## config.mk

```make
export PLATFORM = sky130hd
export DESIGN_NAME = sync_output_enable_gating
export DESIGN_NICKNAME = d
export VERILOG_FILES = /design/src/clkbuf_pkg.sv /design/src/out_gate_cell.sv /design/src/sync_output_enable_gating.sv
export SDC_FILE = /design/constraint.sdc
export NUM_CORES = 1
export LEC_CHECK = 0
export ABC_AREA = 1
export BUFFER_PORTS_ARGS = -buffer_cell sky130_fd_sc_hd__buf_2
export CORE_MARGIN = 10
export CORE_UTILIZATION = 60
export DETAILED_ROUTE_END_ITERATION = 7
export PLACE_DENSITY = 0.83
export SKIP_LAST_GASP = 1
export SLEW_MARGIN = 20
export SYNTH_ARGS = -nofsm -noshare
export SYNTH_HDL_FRONTEND = slang
export SYNTH_SLANG_ARGS = --single-unit
export TNS_END_PERCENT = 20
```

## constraint.sdc

```tcl
create_clock -name ref_clk -period 2.46 [get_ports ref_clk]
set_clock_uncertainty 0.2 [all_clocks]
set_input_delay 0.246 -clock ref_clk [delete_from_list [all_inputs] [get_ports ref_clk]]
set_output_delay 0.246 -clock ref_clk [all_outputs]
set_load 0.02 [all_outputs]
```

## src/clkbuf_pkg.sv

```systemverilog
// constants for the per-output synchronous enable gating
// assumes: one reference clock, enable pins sampled on its falling edge
`default_nettype none

package clkbuf_pkg;

    // number of differential outputs on the larger variant
    localparam int NUM_OUT_DEF = 4;

    // reference clock: 25 MHz, period in ns
    localparam int REF_PERIOD_NS = 40;

    // stages of the enable pin synchroniser
    localparam int SYNC_STAGES = 2;

    // sample to output latency, in half reference cycles (3.5 and 4.5)
    localparam int ON_LAT_HALF = 7;
    localparam int OFF_LAT_HALF = 9;

    // falling edges spent in the going state before the gate changes
    localparam int ON_WAIT = (ON_LAT_HALF - 1) / 2 - SYNC_STAGES;
    localparam int OFF_WAIT = (OFF_LAT_HALF - 1) / 2 - SYNC_STAGES;

    // reference cycles received before any output may turn on
    localparam int WARMUP_CYC = 4;

    localparam int CNT_W = 3;

    // reset values
    localparam logic PIN_RST = 1'h1;
    localparam logic GATE_RST = 1'h0;

    typedef enum logic [1:0] {
        GATE_OFF,
        GATE_GOING_ON,
        GATE_ON,
        GATE_GOING_OFF
    } gate_state_t;

endpackage : clkbuf_pkg

`default_nettype wire

```

## src/out_gate_cell.sv

```systemverilog
// one output: enable delay state machine and glitch-free clock gate
// assumes: pin_low_req already synchronised on the falling edge
`default_nettype none

module out_gate_cell (
    input wire logic ref_clk,
    input wire logic rst,
    input wire logic pin_low_req,
    input wire logic warm,
    output logic gate_on,
    output logic clk_pos,
    output logic clk_neg
);

    clkbuf_pkg::gate_state_t state_r;
    clkbuf_pkg::gate_state_t state_nxt;
    logic [clkbuf_pkg::CNT_W-1:0] cnt_r;
    logic [clkbuf_pkg::CNT_W-1:0] cnt_nxt;
    logic gate_r;
    logic gate_nxt;
    logic neg_gate_r;
    logic neg_gate_nxt;

    localparam logic [clkbuf_pkg::CNT_W-1:0] CNT_W1 =
        clkbuf_pkg::CNT_W'(1);
    localparam logic [clkbuf_pkg::CNT_W-1:0] CNT_ON =
        clkbuf_pkg::CNT_W'(clkbuf_pkg::ON_WAIT);
    localparam logic [clkbuf_pkg::CNT_W-1:0] CNT_OFF =
        clkbuf_pkg::CNT_W'(clkbuf_pkg::OFF_WAIT);

    ////////////////////////////////////////////////////////////////////////
    // enable / disable sequencing, falling-edge domain
    always_comb begin
        state_nxt = state_r;
        cnt_nxt = cnt_r;
        gate_nxt = gate_r;
        case (state_r)
            clkbuf_pkg::GATE_OFF: begin
                gate_nxt = 1'h0;
                cnt_nxt = '0;
                if (pin_low_req && warm) begin
                    state_nxt = clkbuf_pkg::GATE_GOING_ON;
                    cnt_nxt = CNT_W1;
                end
            end
            clkbuf_pkg::GATE_GOING_ON: begin
                if (!pin_low_req) begin
                    state_nxt = clkbuf_pkg::GATE_OFF;
                end else if (cnt_r >= CNT_ON) begin
                    state_nxt = clkbuf_pkg::GATE_ON;
                    gate_nxt = 1'h1;
                end else begin
                    cnt_nxt = cnt_r + CNT_W1;
                end
            end
            clkbuf_pkg::GATE_ON: begin
                gate_nxt = 1'h1;
                cnt_nxt = '0;
                if (!pin_low_req) begin
                    state_nxt = clkbuf_pkg::GATE_GOING_OFF;
                    cnt_nxt = CNT_W1;
                end
            end
            clkbuf_pkg::GATE_GOING_OFF: begin
                if (pin_low_req) begin
                    state_nxt = clkbuf_pkg::GATE_ON;
                end else if (cnt_r >= CNT_OFF) begin
                    state_nxt = clkbuf_pkg::GATE_OFF;
                    gate_nxt = 1'h0;
                end else begin
                    cnt_nxt = cnt_r + CNT_W1;
                end
            end
            default: begin
                state_nxt = clkbuf_pkg::GATE_OFF;
                cnt_nxt = '0;
                gate_nxt = 1'h0;
            end
        endcase
    end

    // gate changes only while the reference is low
    always_ff @(negedge ref_clk or posedge rst) begin
        if (rst) begin
            state_r <= clkbuf_pkg::GATE_OFF;
            cnt_r <= '0;
            gate_r <= clkbuf_pkg::GATE_RST;
        end else begin
            state_r <= state_nxt;
            cnt_r <= cnt_nxt;
            gate_r <= gate_nxt;
        end
    end

    ////////////////////////////////////////////////////////////////////////
    // negative leg gate follows half a cycle later, while it is low
    always_comb begin
        neg_gate_nxt = gate_r;
    end

    always_ff @(posedge ref_clk or posedge rst) begin
        if (rst) begin
            neg_gate_r <= clkbuf_pkg::GATE_RST;
        end else begin
            neg_gate_r <= neg_gate_nxt;
        end
    end

    ////////////////////////////////////////////////////////////////////////
    // gated copy of the reference, both legs low when off
    always_comb begin
        gate_on = gate_r;
        clk_pos = ref_clk & gate_r;
        clk_neg = ~ref_clk & neg_gate_r;
    end

endmodule : out_gate_cell

`default_nettype wire

```

## src/sync_output_enable_gating.sv

```systemverilog
// per-output synchronous enable gating for a fan-out clock buffer
// assumes: ref_clk is the reference input, enable pins come from the board
//
// Overview of operation
// - output active while its enable pin low
// - each output has its own independent enable
// - enable pins sampled on reference falling edge
// - output starts 3.5 cycles after low sampled
// - output stops 4.5 cycles after high sampled
// - gating in step with clock, no runts
// - undriven enable pin reads low, output enabled
// - outputs held off for four cycles after power-up
`default_nettype none

module sync_output_enable_gating #(
    parameter int NUM_OUT = clkbuf_pkg::NUM_OUT_DEF
) (
    input wire logic ref_clk,
    input wire logic rst,
    input wire logic [NUM_OUT-1:0] out_enable_n,
    output logic [NUM_OUT-1:0] clk_out_pos,
    output logic [NUM_OUT-1:0] clk_out_neg,
    output logic [NUM_OUT-1:0] out_active
);

    localparam logic [clkbuf_pkg::CNT_W-1:0] WARM_MAX =
        clkbuf_pkg::CNT_W'(clkbuf_pkg::WARMUP_CYC);
    localparam logic [clkbuf_pkg::CNT_W-1:0] WARM_ONE =
        clkbuf_pkg::CNT_W'(1);

    logic [NUM_OUT-1:0] pin_meta_r;
    logic [NUM_OUT-1:0] pin_sync_r;
    logic [clkbuf_pkg::CNT_W-1:0] warm_cnt_r;
    logic [clkbuf_pkg::CNT_W-1:0] warm_cnt_nxt;
    logic warm_r;
    logic warm_nxt;

    ////////////////////////////////////////////////////////////////////////
    // power-up hold: count received reference cycles
    always_comb begin
        warm_cnt_nxt = warm_cnt_r;
        warm_nxt = warm_r;
        if (warm_cnt_r < WARM_MAX) begin
            warm_cnt_nxt = warm_cnt_r + WARM_ONE;
        end else begin
            warm_nxt = 1'h1;
        end
    end

    always_ff @(negedge ref_clk or posedge rst) begin
        if (rst) begin
            warm_cnt_r <= '0;
            warm_r <= 1'b0;
        end else begin
            warm_cnt_r <= warm_cnt_nxt;
            warm_r <= warm_nxt;
        end
    end

    ////////////////////////////////////////////////////////////////////////
    // enable pin synchroniser on the falling edge
    always_ff @(negedge ref_clk or posedge rst) begin
        if (rst) begin
            pin_meta_r <= {NUM_OUT{clkbuf_pkg::PIN_RST}};
            pin_sync_r <= {NUM_OUT{clkbuf_pkg::PIN_RST}};
        end else begin
            pin_meta_r <= out_enable_n;
            pin_sync_r <= pin_meta_r;
        end
    end

    ////////////////////////////////////////////////////////////////////////
    // one independent gate per output
    for (genvar i = 0; i < NUM_OUT; i++) begin : g_out
        out_gate_cell u_cell (
            .ref_clk(ref_clk),
            .rst(rst),
            .pin_low_req(~pin_sync_r[i]),
            .warm(warm_r),
            .gate_on(out_active[i]),
            .clk_pos(clk_out_pos[i]),
            .clk_neg(clk_out_neg[i])
        );
    end

endmodule : sync_output_enable_gating

`default_nettype wire

```

---- Word-level counts from Yosys, hierarchy flattened ----
Index checks and enable logic that the tools add are counted.
word-level totals
  bits in registers ....................... 40
  latch bits .............................. 0
  bits in writable memories ............... 0
  memory bits (read-only) ................. 0
  input bits .............................. 6
  logic and storage cells ................. 195
  memories kept ........................... 0
operators by class
  $add $sub $neg .......................... 5
  multipliers ............................. 0
  divide/modulo/power cells ............... 0
  $lt $le $gt $ge ......................... 9
  equality and inequality tests ........... 52
  shifts and indexed selects .............. 0
  multiplexer cells ....................... 76
  bitwise logic cells ..................... 13
  reduce and logical (&&, ||, !) cells .... 20
operator list
  kind                   number
  $mux W2                24
  $mux W3                16
  $pmux W3 S4            4
  $reduce_and A4 Y1      12
  $ne A2 B2 Y1 const B   20
  $pmux W2 S4            4
  $mux W1                24
  $ne A2 B1 Y1 const B   12
  $ne A3 B2 Y1 const B   8
  $eq A2 B2 Y1 const B   8
  $pmux W1 S4            4
  $add A3 B1 Y3 const B  5
  $ge A3 B1 Y1 const B   4
  $ge A3 B2 Y1 const B   4
  $and A1 B1 Y1          8
  $eq A2 B1 Y1 const B   4
  $logic_not A2 Y1       4
  $not A1 Y1             5
  $logic_and A1 B1 Y1    4
  $lt A3 B3 Y1 const B   1

---- Logic depth before layout (Yosys ltp) ----
  depth in word-level cells ............... 4
  gate-level depth with buffers ........... 10

---- By module ----
Synthesis repeated with hierarchy kept, for this count alone.
unflattened totals
  cell total of the unflattened synthesis .. 325
  area total of the unflattened synthesis .. 2,675.1 µm²
modules (own cells, without submodules)
  module                     times used  cells each  area an instance (µm²)  sequential area each (µm²)
  out_gate_cell              4           74          571.8                   175.2
  sync_output_enable_gating  1           29          387.9                   310.3

==> impl_summary.md <==
Run status
The run finished, with violations left. The final reports fail on negative setup slack.

Synthesis
dfrtn_1 takes more of the synthesized area than any other cell. The Yosys step of the flow raised 0 warnings. The count of cell types in the netlist is 25. Synthesis inferred 40 register bits. The total standard cell area after synthesis is approximately 0.0026 sq mm. Synthesis handed over a netlist of 331 instances.

The sequential area share after synthesis is 0.3873. The share of synthesized area in the top cell type comes to 0.2685. Sorting the synthesized cells by area gives the leading types as dfrtn_1 27%, ha_1 15%, nand2_1 13%, dfstp_2 8.1%, inv_1 7.6%. The number of nets handed over by synthesis was 369. The synthesized area divided by synthesized cell count is a little under 8 sq um.

Global routing
Entering global routing, the biggest net connects 25 pins. Summed over all layers, the global routing overflow is 0. The via count of the first global-routing pass is 2133.

The initial antenna violation count came to 0. The first global-routing pass estimated between 8000 and 9000 um of wire. Across every metal layer, demand over resource in global routing totals 0.1402.

Detailed routing
The wire length after detailed routing is 4928 um. The highest metal layer with signal wires is met4. The mean number of vias per cell is 5.010.

The final routed DRC violation total is 0. After detailed routing, the met3 layer carries 246 um of wire. The average detailed-routed wire length per instance is 11.93 um. The detailed router placed 2069 vias in this run.

The DRC violation total after the first TritonRoute iteration is 88. The number of detailed-route iterations in the first pass is 5. After detailed routing, the met2 layer carries ~2300 um of wire. The detailed router put a total of 2231 um of wire on met1. The number of nets with antenna violations after detailed routing is 0.

Power and ir drop
The leakage power figure is 0.001674 uW. Summed over all nets, the switching power comes to 1730 uW. The clock share of power is 0.276. The power density over the cells is 1264 mW/mm^2.

Of the total power, the share spent switching nets is 0.4667. The internal power of the cells is 1977 uW. Of the total power, combinational logic draws 0.423.

The worst-case IR drop observed on VDD is 640.5 uV. The part of the total power dissipated in sequential elements is 0.301.

Worst setup path
The startpoint kind of the worst setup timing path is a flop. The number of buffers and inverters on the critical path is 2. The required time of the critical path is 2.01 ns. Traced cell by cell, the critical path runs through nand2_1 > inv_1 > buf_4.

STA puts the critical path data arrival time at 2.35 ns. The worst setup path is captured at a primary output. The delay of the slowest cell on the worst path is 0.45 ns. The start-to-end type of the worst setup path is flop to primary output. Of all nets on the critical path, the largest fanout is 4. The cell with the largest stage delay on the worst path is dfrtn_1. The kind of cell with the highest combined delay on the critical path is flip-flops.

Layout
The count of nets after finishing is 399. The final core utilization is 0.7130. Summing all multi-input logic gate instances after layout gives approximately 0.0013 sq mm. The share of cells above drive strength 1 is 0.1736.

Leaving out fill and tap cells, the most frequent cell in the layout is nand2_1. The area of all sequential standard cells is 0.001011 sq mm. The count of fill cells added during filler insertion is 307. The area growth from synthesis to final layout is 12.42%.

The library cells used most frequently in the layout, excluding fill and tap cells, are 90 x nand2_1, 59 x inv_1, 32 x ha_1, 28 x dfrtn_1, 23 x nand3_1. The repair_antennas step left the layout with diodes totalling 0. The number of cells in the finished layout apart from fillers is 413.

Timing
The number of endpoints with negative hold slack in the final report came to 0. The number of slew-limit violations in the final report is 0. The slew at the pin with the worst max-slew slack is 0.5221 ns. Setup repair after global routing could not meet its margin everywhere.

The final-layout setup total negative slack is -2.372 ns. Headroom to the max-slew limit came out at 0.6512. The worst hold slack is about 0.14 ns. Setup violations remaining at the end of the flow were counted as 12.

Across all setup checks in the final design, the least slack found is -0.3369 ns.

CTS
The CTS tree is yes. The clock edge transition at the registers on the reported setup and hold paths is 0.05 ns. The clock latency at the later pin of the worst-skew pair is 0.48 ns.

Place
The congestion estimate from routability-driven global placement came to roughly 0.87. The count of input and output buffers is 17. The total instance count after detailed placement is 390. Detailed placement finished with a half-perimeter wire length of ~3600 um.

Die
The number of I/O pins is 18. The initial cell density of the core is 0.6342. After floorplanning, the core was sized to cover 0.004115 sq mm. The total die area is ~0.0074 sq mm. The width of the chip is 85.96 um.

The die extent in y is 85.96 um. The floorplan has 23 rows.

Run
Across the run, the number of max-cap violations was 0.

Worst hold path
In this run the worst hold path is classified as flop to flop.
path summary, 6_finish.rpt:
check / to / cells past startpoint / start / slack, ns
worst max-delay path: clk_out_pos[0] / 3 / g_out[0].u_cell.gate_on / -0.34
worst min-delay path: pin_sync_r[2] / 0 / pin_meta_r[2] / 0.14
worst max register to register: g_out[2].u_cell.neg_gate_r / 1 / g_out[2].u_cell.gate_on / 0.43
worst min register to register: pin_sync_r[2] / 0 / pin_meta_r[2] / 0.14
max in group asynchronous: g_out[2].u_cell.cnt_r[1] / 4 / rst / 0.26
min in group asynchronous: g_out[0].u_cell.neg_gate_r / 4 / rst / 0.51
state kept, by name, indices dropped and copies added, names as in the netlist, named ones only:
signal	flops
g_out.u_cell.cnt_r	12
g_out.u_cell.gate_on	4
g_out.u_cell.neg_gate_r	4
g_out.u_cell.state_r	4
pin_meta_r	4
pin_sync_r	4
warm_cnt_r	3
warm_r	1
routing by layer:
metal / vias to the layer above / GRT usage
met5: - / 0
met4: 0 / 0.1003
met3: 16 / 0.05960
met2: 36 / 0.2218
met1: 932 / 0.1465
li1: 1085 / -
area by class of cell:
cell class                      count  area share
Multi-Input combinational cell    225      0.4452
Sequential cell                    40      0.3446
Clock buffer                       19     0.06482
Inverter                           48     0.06269
Timing Repair Buffer               17     0.04094
Tap cell                           50     0.02132
Clock inverter                     14     0.02047
synth_stat cells:
master	number
clkbuf_1	1
buf_4	12
dfrtp_1	4
nor2_2	3
nor3_1	2
xor2_1	1
nor2_4	3
xnor2_1	1
nand3_2	4
nand2_1	90
nand4_1	4
dfrtn_1	28
nand3_1	23
or2_2	7
o21bai_1	1
ha_1	32
o21ai_1	8
nand3b_1	1
nor2_1	18
a21oi_1	4
a22oi_1	1
dfstp_2	8
inv_1	53
o21ai_0	21
o21ai_2	1
cells by family after synthesis:
family,Yosys count,synth area share
simple gates,155,0.2680
buf+inv,66,0.1122
flops,40,0.3873
fa+ha+maj,32,0.1534
xor+xnor,2,0.006713
compound gates,36,0.07239
through the flow:
stage / power, uW / worst slack (ns) / instance area [sq um]
after floorplan: 2677 / 0.1375 / 2614
after global placement: 2838 / 0.1358 / 2718
after detailed placement: 2895 / 0.1140 / 2718
after CTS: 3708 / -0.3648 / 2917
after global routing: 4099 / -0.4120 / 2934
final: 3708 / -0.3369 / 2934
power by group through the flow:
stage                     combinational, uW  sequential (uW)  clock [uW]
after floorplan                        1270             1070         340
after global placement                 1470             1120         253
after detailed placement               1520             1130         253
after CTS                              1540             1120        1050
after global routing                   1830             1150        1110
final                                  1570             1120        1020
timing repair:
action,4_1_cts,5_1_grt
pin swaps,0,1
cloned,0,0
buffers inserted,0,2
endpoints found under the setup margin,12,12
endpoints found under the hold margin,2,0
resized for setup,2,1
hold buffers,1,0
(Power assumes the default switching activity.)
